===== config.mk =====
export PLATFORM = sky130hd
export DESIGN_NAME = ast_top
export DESIGN_NICKNAME = d
export VERILOG_FILES = /design/src/shared/ast_pkg.sv /design/src/hw/ast_baud.sv /design/src/hw/ast_fifo.sv /design/src/hw/ast_top.sv
export SDC_FILE = /design/constraint.sdc
export NUM_CORES = 1
export LEC_CHECK = 0
export BUFFER_PORTS_ARGS = -buffer_cell sky130_fd_sc_hd__buf_2
export CAP_MARGIN = 25
export CORE_ASPECT_RATIO = 0.9
export CORE_MARGIN = 10
export CORE_UTILIZATION = 62
export DETAILED_ROUTE_END_ITERATION = 8
export PLACE_DENSITY = 0.89
export SYNTH_ARGS = -nofsm -noshare
export SYNTH_HDL_FRONTEND = slang
export SYNTH_HIERARCHICAL = 1
export SYNTH_SLANG_ARGS = --single-unit
export TNS_END_PERCENT = 10

===== constraint.sdc =====
create_clock -name clk_i -period 6.01 [get_ports clk_i]
set_clock_uncertainty 0.15 [all_clocks]
set_input_delay 1.202 -clock clk_i [delete_from_list [all_inputs] [get_ports clk_i]]
set_output_delay 1.202 -clock clk_i [all_outputs]
set_load 0.01 [all_outputs]

===== src/shared/ast_pkg.sv =====
// Shared constants, configuration carrier and state records of the serial transceiver
package ast_pkg;

	// Widths and sizes
	localparam int AST_BAUD_W = 13;
	localparam int AST_DATA_W = 9;
	localparam int AST_FIFO_DEPTH = 16;

	// Bit timing: sixteen sample ticks per bit, counted 0..15 for RT1..RT16
	localparam logic [3:0] AST_SUB_LAST = 4'hf;
	localparam logic [3:0] AST_RT3 = 4'h2;
	localparam logic [3:0] AST_RT5 = 4'h4;
	localparam logic [3:0] AST_RT7 = 4'h6;
	localparam logic [3:0] AST_RT8 = 4'h7;
	localparam logic [3:0] AST_RT9 = 4'h8;
	localparam logic [3:0] AST_RT10 = 4'h9;
	localparam logic [3:0] AST_RESYNC_LO = 4'ha;
	localparam logic [3:0] AST_RESYNC_HI = 4'h1;

	// Frame lengths in bit times
	localparam logic [3:0] AST_FRAME_BASE = 4'ha;
	localparam logic [3:0] AST_LONG_BREAK_EXTRA = 4'h3;
	localparam logic [3:0] AST_DATA_BITS_8 = 4'h8;

	typedef enum logic [0:0] {
		AST_TX_IDLE = 1'b0,
		AST_TX_SHIFT = 1'b1
	} ast_tx_state_t;

	typedef enum logic [1:0] {
		AST_RX_HUNT = 2'b00,
		AST_RX_START = 2'b01,
		AST_RX_DATA = 2'b10
	} ast_rx_state_t;

	// Frame format selections
	typedef struct packed {
		logic nine_bit;
		logic two_stop;
		logic long_break;
	} ast_cfg_t;

	typedef struct packed {
		ast_tx_state_t st;
		logic [11:0] shift;
		logic fill;
		logic [3:0] bits_left;
		logic [3:0] sub;
		logic [8:0] tdb;
		logic tdb_full;
		logic pre_pend;
		logic brk_pend;
		logic te_prev;
		logic sbk_prev;
		logic done;
		logic txd;
		logic oe_n;
	} ast_tx_t;

	typedef struct packed {
		ast_rx_state_t st;
		logic sync1;
		logic sync2;
		logic prev;
		logic [2:0] hist;
		logic [3:0] rt;
		logic [1:0] zeros;
		logic [2:0] smp;
		logic [3:0] bit_idx;
		logic [8:0] shreg;
		logic bad_stop;
		logic [8:0] data;
		logic rbf;
		logic ovr;
		logic fe;
		logic armed;
	} ast_rx_t;

	localparam ast_tx_t AST_TX_RESET = '{st: AST_TX_IDLE, shift: 12'hfff, fill: 1'b1,
		bits_left: 4'h0, sub: 4'h0, tdb: 9'h000, tdb_full: 1'b0, pre_pend: 1'b0,
		brk_pend: 1'b0, te_prev: 1'b0, sbk_prev: 1'b0, done: 1'b1, txd: 1'b1, oe_n: 1'b1};

	localparam ast_rx_t AST_RX_RESET = '{st: AST_RX_HUNT, sync1: 1'b0, sync2: 1'b0,
		prev: 1'b0, hist: 3'h0, rt: 4'h0, zeros: 2'h0, smp: 3'h0, bit_idx: 4'h0,
		shreg: 9'h000, bad_stop: 1'b0, data: 9'h000, rbf: 1'b0, ovr: 1'b0, fe: 1'b0,
		armed: 1'b0};

endpackage


===== src/hw/ast_baud.sv =====
// Baud divider producing the sixteen-times sample tick
`timescale 1ns/1ps
module ast_baud #(
	parameter int W = 13
) (
	input wire logic clk_i,
	input wire logic reset_i,
	input wire logic [W-1:0] div_i,
	output logic tick_o
);
	typedef struct packed {
		logic [W-1:0] cnt;
		logic tick;
	} ast_baud_st_t;

	ast_baud_st_t q, d;

	// Divisor zero parks the counter, so no tick ever leaves
	always_comb begin
		d = q;
		d.tick = 1'b0;
		if (div_i == '0) begin
			d.cnt = '0;
		end else if (q.cnt >= div_i - W'(1)) begin
			d.cnt = '0;
			d.tick = 1'b1;
		end else begin
			d.cnt = q.cnt + W'(1);
		end
	end

	always_ff @(posedge clk_i or posedge reset_i) begin
		if (reset_i) begin
			q <= '0;
		end else begin
			q <= d;
		end
	end

	assign tick_o = q.tick;
endmodule


===== src/hw/ast_fifo.sv =====
// Transmit FIFO with valid/ready on both sides and registered flags
`timescale 1ns/1ps
module ast_fifo #(
	parameter int W = 9,
	parameter int DEPTH = 16
) (
	input wire logic clk_i,
	input wire logic reset_i,
	input wire logic [W-1:0] in_data_i,
	input wire logic in_valid_i,
	output logic in_ready_o,
	output logic [W-1:0] out_data_o,
	output logic out_valid_o,
	input wire logic out_ready_i
);
	localparam int AW = $clog2(DEPTH);

	typedef struct packed {
		logic [DEPTH-1:0][W-1:0] mem;
		logic [AW-1:0] wr;
		logic [AW-1:0] rd;
		logic [AW:0] cnt;
		logic space;
		logic avail;
	} ast_fifo_st_t;

	ast_fifo_st_t q, d;
	logic push, pop;

	// Flags are kept as flops so ready and valid leave without logic behind them
	always_comb begin
		d = q;
		push = in_valid_i && q.space;
		pop = out_ready_i && q.avail;
		if (push) begin
			d.mem[q.wr] = in_data_i;
			d.wr = (q.wr == AW'(DEPTH - 1)) ? '0 : q.wr + AW'(1);
		end
		if (pop) begin
			d.rd = (q.rd == AW'(DEPTH - 1)) ? '0 : q.rd + AW'(1);
		end
		d.cnt = q.cnt + (AW+1)'(push) - (AW+1)'(pop);
		d.space = d.cnt != (AW+1)'(DEPTH);
		d.avail = d.cnt != '0;
	end

	always_ff @(posedge clk_i or posedge reset_i) begin
		if (reset_i) begin
			q <= '0;
			q.space <= 1'b1;
		end else begin
			q <= d;
		end
	end

	assign in_ready_o = q.space;
	assign out_valid_o = q.avail;
	assign out_data_o = q.mem[q.rd];
endmodule


===== src/hw/ast_top.sv =====
// Full-duplex asynchronous serial transceiver: baud divider, transmitter, receiver
// Operation
// Independent transmitter and receiver, one shared baud generator
// Baud generator divides bus clock by modulo
// Receiver resynchronises on every falling line edge; code resyncs only on edges from RT11 through RT2
// Remote rate within about 4.5 or 4 percent
// Output idles high after reset; inversion flips it
// Enabling transmitter queues one idle preamble frame
// Shift frame is 10, 11 or 12 bits
// Buffer moves to shifter on tick, then empty
// Software checks status before writing data
// Nothing waiting after stop: set done, idle high
// Pin kept until queued and current frames finish; code releases the pin with a buffered data character unsent once disabled
// Break control queues breaks while held set
// Break lasts 10 to 15 bit times
// Software pulses break control once per break
// Enable low then high queues one idle
// Receiver enable activates; receive inversion flips input
// Start zero, 8/9 data LSB first, stop ones
// Full register on arrival sets overrun, drops character; code drops it without setting overrun while a framing error stands
// Full flag cleared by status then data read
// Sixteen samples per bit, majority of three
// Sixteen ticks per bit; divisor zero halts
// Stop bit sampled zero sets framing error
`timescale 1ns/1ps
module ast_top #(
	parameter int BAUD_W = ast_pkg::AST_BAUD_W,
	parameter int FIFO_DEPTH = ast_pkg::AST_FIFO_DEPTH
) (
	input wire logic clk_i,
	input wire logic reset_i,
	input wire logic [BAUD_W-1:0] baud_div_i,
	input wire logic tx_enable_i,
	input wire logic rx_enable_i,
	input wire logic tx_polarity_flip_i,
	input wire logic rx_polarity_flip_i,
	input wire logic nine_bit_sel_i,
	input wire logic two_stop_sel_i,
	input wire logic long_break_sel_i,
	input wire logic send_break_ctrl_i,
	input wire logic [ast_pkg::AST_DATA_W-1:0] tx_data_i,
	input wire logic tx_valid_i,
	output logic tx_ready_o,
	output logic txd_o,
	output logic txd_oe_n_o,
	output logic tx_buffer_empty_o,
	output logic tx_done_flag_o,
	input wire logic rxd_i,
	input wire logic status_read_i,
	input wire logic data_read_i,
	output logic [ast_pkg::AST_DATA_W-1:0] rx_data_o,
	output logic rx_buffer_full_o,
	output logic overrun_flag_o,
	output logic frame_error_flag_o
);
	ast_pkg::ast_cfg_t cfg;
	ast_pkg::ast_tx_t tq, td;
	ast_pkg::ast_rx_t rq, rd;
	logic tick;
	logic [ast_pkg::AST_DATA_W-1:0] fifo_data;
	logic fifo_valid;
	logic fifo_take;
	logic [3:0] frame_bits;
	logic [3:0] break_bits;
	logic [3:0] data_bits;
	logic [3:0] last_idx;
	logic any_pend;
	logic s;
	logic vote;
	logic fall;
	logic rx_clear;

	// Format selections travel together to both directions
	assign cfg = '{nine_bit: nine_bit_sel_i, two_stop: two_stop_sel_i,
		long_break: long_break_sel_i};

	// One tick source serves both directions; they never share any other state
	ast_baud #(
		.W(BAUD_W)
	) u_baud (
		.clk_i(clk_i),
		.reset_i(reset_i),
		.div_i(baud_div_i),
		.tick_o(tick)
	);

	// Characters queue here before the transmit data buffer
	ast_fifo #(
		.W(ast_pkg::AST_DATA_W),
		.DEPTH(FIFO_DEPTH)
	) u_fifo (
		.clk_i(clk_i),
		.reset_i(reset_i),
		.in_data_i(tx_data_i),
		.in_valid_i(tx_valid_i),
		.in_ready_o(tx_ready_o),
		.out_data_o(fifo_data),
		.out_valid_o(fifo_valid),
		.out_ready_i(fifo_take)
	);

	// Frame lengths in bit times for the current format
	always_comb begin
		frame_bits = ast_pkg::AST_FRAME_BASE + 4'(cfg.nine_bit) + 4'(cfg.two_stop);
		break_bits = frame_bits;
		if (cfg.long_break) begin
			break_bits = frame_bits + ast_pkg::AST_LONG_BREAK_EXTRA;
		end
		data_bits = ast_pkg::AST_DATA_BITS_8 + 4'(cfg.nine_bit);
		last_idx = data_bits + 4'(cfg.two_stop) + 4'h1;
	end

	// Buffer refills from the FIFO only while the transmitter is enabled
	assign fifo_take = !tq.tdb_full && tx_enable_i;

	// Transmitter next state
	always_comb begin
		td = tq;
		td.te_prev = tx_enable_i;
		td.sbk_prev = send_break_ctrl_i;
		if (fifo_take && fifo_valid) begin
			td.tdb = fifo_data;
			td.tdb_full = 1'b1;
		end
		// A rising enable queues the preamble, and a 0-then-1 pulse an idle frame
		if (tx_enable_i && !tq.te_prev) begin
			td.pre_pend = 1'b1;
		end
		if (send_break_ctrl_i && !tq.sbk_prev) begin
			td.brk_pend = 1'b1;
		end
		case (tq.st)
			ast_pkg::AST_TX_IDLE: begin
				if (tick) begin
					// Idle first, then break, then data; loads wait for a tick
					if (tq.pre_pend) begin
						td.pre_pend = 1'b0;
						td.shift = 12'hfff;
						td.fill = 1'b1;
						td.bits_left = frame_bits;
						td.sub = 4'h0;
						td.st = ast_pkg::AST_TX_SHIFT;
					end else if (tq.brk_pend) begin
						// Still held when the break loads: queue another
						td.brk_pend = send_break_ctrl_i;
						td.shift = 12'h000;
						td.fill = 1'b0;
						td.bits_left = break_bits;
						td.sub = 4'h0;
						td.st = ast_pkg::AST_TX_SHIFT;
					end else if (tq.tdb_full && tx_enable_i) begin
						td.tdb_full = 1'b0;
						td.fill = 1'b1;
						if (cfg.nine_bit) begin
							td.shift = {2'b11, tq.tdb, 1'b0};
						end else begin
							td.shift = {3'b111, tq.tdb[7:0], 1'b0};
						end
						td.bits_left = frame_bits;
						td.sub = 4'h0;
						td.st = ast_pkg::AST_TX_SHIFT;
					end
				end
			end
			ast_pkg::AST_TX_SHIFT: begin
				if (tick) begin
					td.sub = tq.sub + 4'h1;
					// One bit lasts sixteen ticks
					if (tq.sub == ast_pkg::AST_SUB_LAST) begin
						td.shift = {tq.fill, tq.shift[11:1]};
						td.bits_left = tq.bits_left - 4'h1;
						if (tq.bits_left == 4'h1) begin
							td.st = ast_pkg::AST_TX_IDLE;
						end
					end
				end
			end
			default: begin
				td.st = ast_pkg::AST_TX_IDLE;
			end
		endcase
		any_pend = td.pre_pend || td.brk_pend || (td.tdb_full && tx_enable_i);
		// Done only when idle with nothing left to send
		td.done = (td.st == ast_pkg::AST_TX_IDLE) && !any_pend;
		// Line idles high unless inverted; inversion covers the whole waveform
		if (td.st == ast_pkg::AST_TX_SHIFT) begin
			td.txd = td.shift[0] ^ tx_polarity_flip_i;
		end else begin
			td.txd = 1'b1 ^ tx_polarity_flip_i;
		end
		// Pin is held while a frame is in flight or an idle or break is queued, even if disabled
		td.oe_n = !(tx_enable_i || td.st == ast_pkg::AST_TX_SHIFT
			|| td.pre_pend || td.brk_pend);
	end

	always_ff @(posedge clk_i or posedge reset_i) begin
		if (reset_i) begin
			tq <= ast_pkg::AST_TX_RESET;
		end else begin
			tq <= td;
		end
	end

	// Receiver helpers: sample value, bit vote and falling edge
	always_comb begin
		s = rq.sync2 ^ rx_polarity_flip_i;
		vote = (rq.smp[0] & rq.smp[1]) | (rq.smp[0] & s) | (rq.smp[1] & s);
		fall = rq.prev && !s;
	end

	// Read sequence: status read while full arms, the data read then clears
	assign rx_clear = data_read_i && rq.armed;

	// Receiver next state
	always_comb begin
		rd = rq;
		rd.sync1 = rxd_i;
		rd.sync2 = rq.sync1;
		if (status_read_i && rq.rbf) begin
			rd.armed = 1'b1;
		end
		// Clear applies first so a same-cycle arrival still sets its flags
		if (rx_clear) begin
			rd.rbf = 1'b0;
			rd.ovr = 1'b0;
			rd.fe = 1'b0;
			rd.armed = 1'b0;
		end
		if (!rx_enable_i) begin
			rd.st = ast_pkg::AST_RX_HUNT;
			rd.hist = 3'h0;
		end else if (tick) begin
			rd.prev = s;
			case (rq.st)
				ast_pkg::AST_RX_HUNT: begin
					rd.hist = {rq.hist[1:0], s};
					// Edge means a zero after three ones
					if (rq.hist == 3'h7 && !s) begin
						rd.st = ast_pkg::AST_RX_START;
						rd.rt = 4'h1;
						rd.zeros = 2'h0;
					end
				end
				ast_pkg::AST_RX_START: begin
					rd.rt = rq.rt + 4'h1;
					if ((rq.rt == ast_pkg::AST_RT3 || rq.rt == ast_pkg::AST_RT5
						|| rq.rt == ast_pkg::AST_RT7) && !s) begin
						rd.zeros = rq.zeros + 2'h1;
					end
					// Qualify the start bit by two of three early samples
					if (rq.rt == ast_pkg::AST_RT7) begin
						if (rd.zeros >= 2'h2) begin
							rd.st = ast_pkg::AST_RX_DATA;
							rd.bit_idx = 4'h0;
							rd.bad_stop = 1'b0;
						end else begin
							rd.st = ast_pkg::AST_RX_HUNT;
							rd.hist = 3'h0;
						end
					end
				end
				ast_pkg::AST_RX_DATA: begin
					rd.rt = rq.rt + 4'h1;
					// Edges near the bit boundary realign timing; mid-bit ones are noise
					if (fall && (rq.rt >= ast_pkg::AST_RESYNC_LO
						|| rq.rt <= ast_pkg::AST_RESYNC_HI)) begin
						rd.rt = 4'h1;
					end
					if (rq.rt == ast_pkg::AST_RT8) begin
						rd.smp[0] = s;
					end
					if (rq.rt == ast_pkg::AST_RT9) begin
						rd.smp[1] = s;
					end
					if (rq.rt == ast_pkg::AST_RT10) begin
						rd.bit_idx = rq.bit_idx + 4'h1;
						if (rq.bit_idx != 4'h0 && rq.bit_idx <= data_bits) begin
							rd.shreg = {vote, rq.shreg[8:1]};
						end else if (rq.bit_idx > data_bits && !vote) begin
							rd.bad_stop = 1'b1;
						end
						if (rq.bit_idx == last_idx) begin
							rd.st = ast_pkg::AST_RX_HUNT;
							// After a non-break error, hunt restarts at once
							rd.hist = (rd.bad_stop && rd.shreg == 9'h000) ? 3'h0 : 3'h7;
							// A standing framing error blocks any transfer
							if (rq.fe && !rx_clear) begin
								rd.rbf = rd.rbf;
							end else if (rd.rbf) begin
								rd.ovr = 1'b1;
							end else begin
								rd.rbf = 1'b1;
								rd.fe = rd.bad_stop;
								if (cfg.nine_bit) begin
									rd.data = rd.shreg;
								end else begin
									rd.data = {1'b0, rd.shreg[8:1]};
								end
							end
						end
					end
				end
				default: begin
					rd.st = ast_pkg::AST_RX_HUNT;
				end
			endcase
		end
	end

	always_ff @(posedge clk_i or posedge reset_i) begin
		if (reset_i) begin
			rq <= ast_pkg::AST_RX_RESET;
		end else begin
			rq <= rd;
		end
	end

	// Every status output is a flop of the state records
	assign txd_o = tq.txd;
	assign txd_oe_n_o = tq.oe_n;
	assign tx_buffer_empty_o = !tq.tdb_full;
	assign tx_done_flag_o = tq.done;
	assign rx_data_o = rq.data;
	assign rx_buffer_full_o = rq.rbf;
	assign overrun_flag_o = rq.ovr;
	assign frame_error_flag_o = rq.fe;
endmodule


==> flow_summary.ini <==
[synth]
synth_edf_count = 0
ys.warnings.count = 6
syn_area_um2 = 12800
yosys_register_bits = 255
syn_inst = 1055
ys.flop_type = dfrtp_1
synth_cell_types = 71
syn_nets = 1136
avgSynthCellArea_um2 = 12.2
async_flop_share = 1.00
seq_area_frac_synth = 0.498

[layout]
nNetsFinal = 1178
nFillCells = 1346
most-common-layout-cells = dfrtp_1 (237), mux2_2 (151), nand2_1 (100)
drive_gt1_frac = 0.302
area_delta_synth_final_pct = 10.7
final_common_cell = dfrtp_1
fin_area_um2 = 14200

[placement]
port_buffers = 52
gp_congestion = 0.844
hpwl_um = 18500
placed_area_um2 = 13200

[global_route]
grt_max_degree = 118
gr-total-overflow = 0
gr-usage-met1 = 0.279
grt_pass1_wl_um = 46200
grt_pass1_vias = 8945
antenna_found_initial = 1
use_met3 = 0.0420
grt_usage = 0.211
busiest_layer = met2
grt_use_met2 = 0.348

[pwr]
seqPwrFrac = 0.444
p_total_w = 0.00616
switching_share = 0.294
pwr-share-clk = 0.279
power.leakage_nw = 6.47
peakVddDrop_mv = 0.324
combPwrFrac = 0.277
p_sw_w = 0.00181
p_per_area_nw_per_um2 = 433
p_int_w = 0.00435

[min_path]
min-delay-start = rd[40]$_DFF_PP0_
whs_path_depth = 0
min_path_type = flip-flop to flip-flop
min_to = rq[40]$_DFF_PP0_

[critical_path]
r2r_start = u_fifo/in_ready_o$_DFF_PP1_
crit_type = input port to flip-flop
reg2regPathDepth = 10
crit_required_ns = 6.31
rr_endpoint = u_fifo/out_valid_o$_DFF_PP0_
worst_setup_path_end_kind = flip-flop
cp-start-kind = input port
crit_fanout = 14
crit_arrival_ns = 3.86
rrSetupSlack_ns = 3.02

[clock_network]
root_buffer = clkbuf_16
clkLatencyLatePin_ns = 0.53
cts_tree = built
hold_buffers = 0
path_clk_slew_ns = 0.06
numCtsBuffers = 27
cts_setup_buffers = 0
cts_max_level = 1
clk_path_buf_depth = 3
ctsResizeCount = 0
cts.sinks = 255

[timing]
final.setup.tns_ns = 0
setup_viol = 0
max_freq_mhz = 281
min_period_ns = 3.56
rsz0062_at_grt = no
slew_violations = 0
fin_crit_sh = 0.593
hold_viol = 0
worst_slew_pin_slew_ns = 1.03
slew_headroom = 0.312
holdWs_ns = 0.213

[routing]
drcViolationCount = 0
wire_per_inst_um = 20.7
dr.first_iter.drc_count = 688
vias = 8645
ant_nets = 0
routed_via_density = 6.30
routed_wl_um = 28400
drt_pre_antenna_iters = 5

[flow_run]
drv_cap = 0

[die]
start_util = 0.637
ios = 53
core_um2 = 20200
fp.dieW_um = 172
dieArea_um2 = 26900
die_y_um = 157
rows = 49

[status]
status = completed
==> cells by family after synthesis <==
family / after synthesis / share of synthesized area
flops: 255 / 0.498
fa+ha+maj: 46 / 0.0452
buf+inv: 86 / 0.0295
compound gates: 141 / 0.0730
xor+xnor: 34 / 0.0238
mux: 216 / 0.220
simple gates: 277 / 0.110
==> power by group through the flow <==
stage | clock (W) | combinational [W] | sequential (W)
after global placement | 0 | 0.00159 | 0.00268
after floorplan | 0 | 0.00136 | 0.00260
after detailed placement | 0 | 0.00168 | 0.00273
after global routing | 0.00182 | 0.00186 | 0.00280
after CTS | 0.00174 | 0.00170 | 0.00272
final | 0.00172 | 0.00171 | 0.00274
==> through the flow <==
stage / instances / util / setup WS (ns)
global placement: 1321 / 0.657 / 2.01
finish: 1373 / 0.705 / 2.45
global route: 1372 / 0.705 / 2.10
detailed placement: 1321 / 0.657 / 1.91
CTS: 1370 / 0.703 / 2.44
floorplan: 1055 / - / 0.368
==> registers in the layout (all words and copies together) (netlist names) <==
name / cells
u_baud/q: 13
rx_buffer_full_o: 1
u_fifo/q: 157
txd_oe_n_o: 1
overrun_flag_o: 1
txd_o: 1
u_fifo/out_valid_o: 1
tx_done_flag_o: 1
tq: 36
rd: 1
u_baud/tick_o: 1
rq: 30
frame_error_flag_o: 1
rx_data_o: 9
u_fifo/in_ready_o: 1
==> cell usage after synthesis, drive strengths merged, types with 7 or more instances <==
cell    count  area [um^2]
o31ai       7         52.6
mux4       36          811
nand3      33          170
nand2     116          475
dfstp      17          447
xor2       12          105
nor4        8         56.3
nand2b     11         68.8
mux2      173         1950
mux2i       7         70.1
a22oi      23          173
a21oi      20          100
dfrtp     238         5960
nor2b      13         81.3
nor3       12         82.6
buf        23          143
ha         44          551
clkbuf     23         86.3
and2        7         43.8
nor3b       8         65.1
nor2       41          169
xnor2      22          200
a21o        7         52.6
o21ai      42          210
inv        40          150
and3        8         50.1
==> layer usage <==
layer | up-vias | share of wire
li1 | 3903 | -
met1 | 4435 | 0.44
met2 | 252 | 0.48
met3 | 55 | 0.056
met4 | 0 | 0.022
met5 | - | 0
==> cell type report <==
cell class	count	area (um^2)	area share
tap	255	319	0.0224
sequential	255	6400	0.450
antenna	1	2.50	0.000176
clock buffer	38	767	0.0539
clock inverter	11	159	0.0112
timing repair buffer	59	353	0.0248
inverter	40	156	0.0110
multi-input combinational	714	6070	0.426
==> worst max path at each step <==
stage / depth (start not counted) / slack (ns) / end / from
2_1_floorplan: 1 / 0.37 / u_fifo/out_valid_o$_DFF_PP0_ / reset_i
3_3_place_gp: 12 / 2.01 / u_baud/tick_o$_DFF_PP0_ / baud_div_i[2]
3_5_place_dp: 10 / 1.91 / u_baud/q[12]$_DFF_PP0_ / baud_div_i[2]
4_1_cts: 10 / 2.44 / u_baud/tick_o$_DFF_PP0_ / baud_div_i[2]
5_1_grt: 12 / 2.10 / u_baud/q[11]$_DFF_PP0_ / baud_div_i[2]
6_report: 10 / 2.45 / u_baud/tick_o$_DFF_PP0_ / baud_div_i[2]
==> critical path, stage by stage <==
cell	delay (ns)
buf_2	0.12
nor2_1	0.18
nand3_1	0.11
or3_1	0.38
nor4_1	0.25
xnor2_1	0.12
ha_1	0.29
nand4_1	0.13
o211ai_1	0.86
and2_1	0.22
Power figures use the tool's default switching activity.
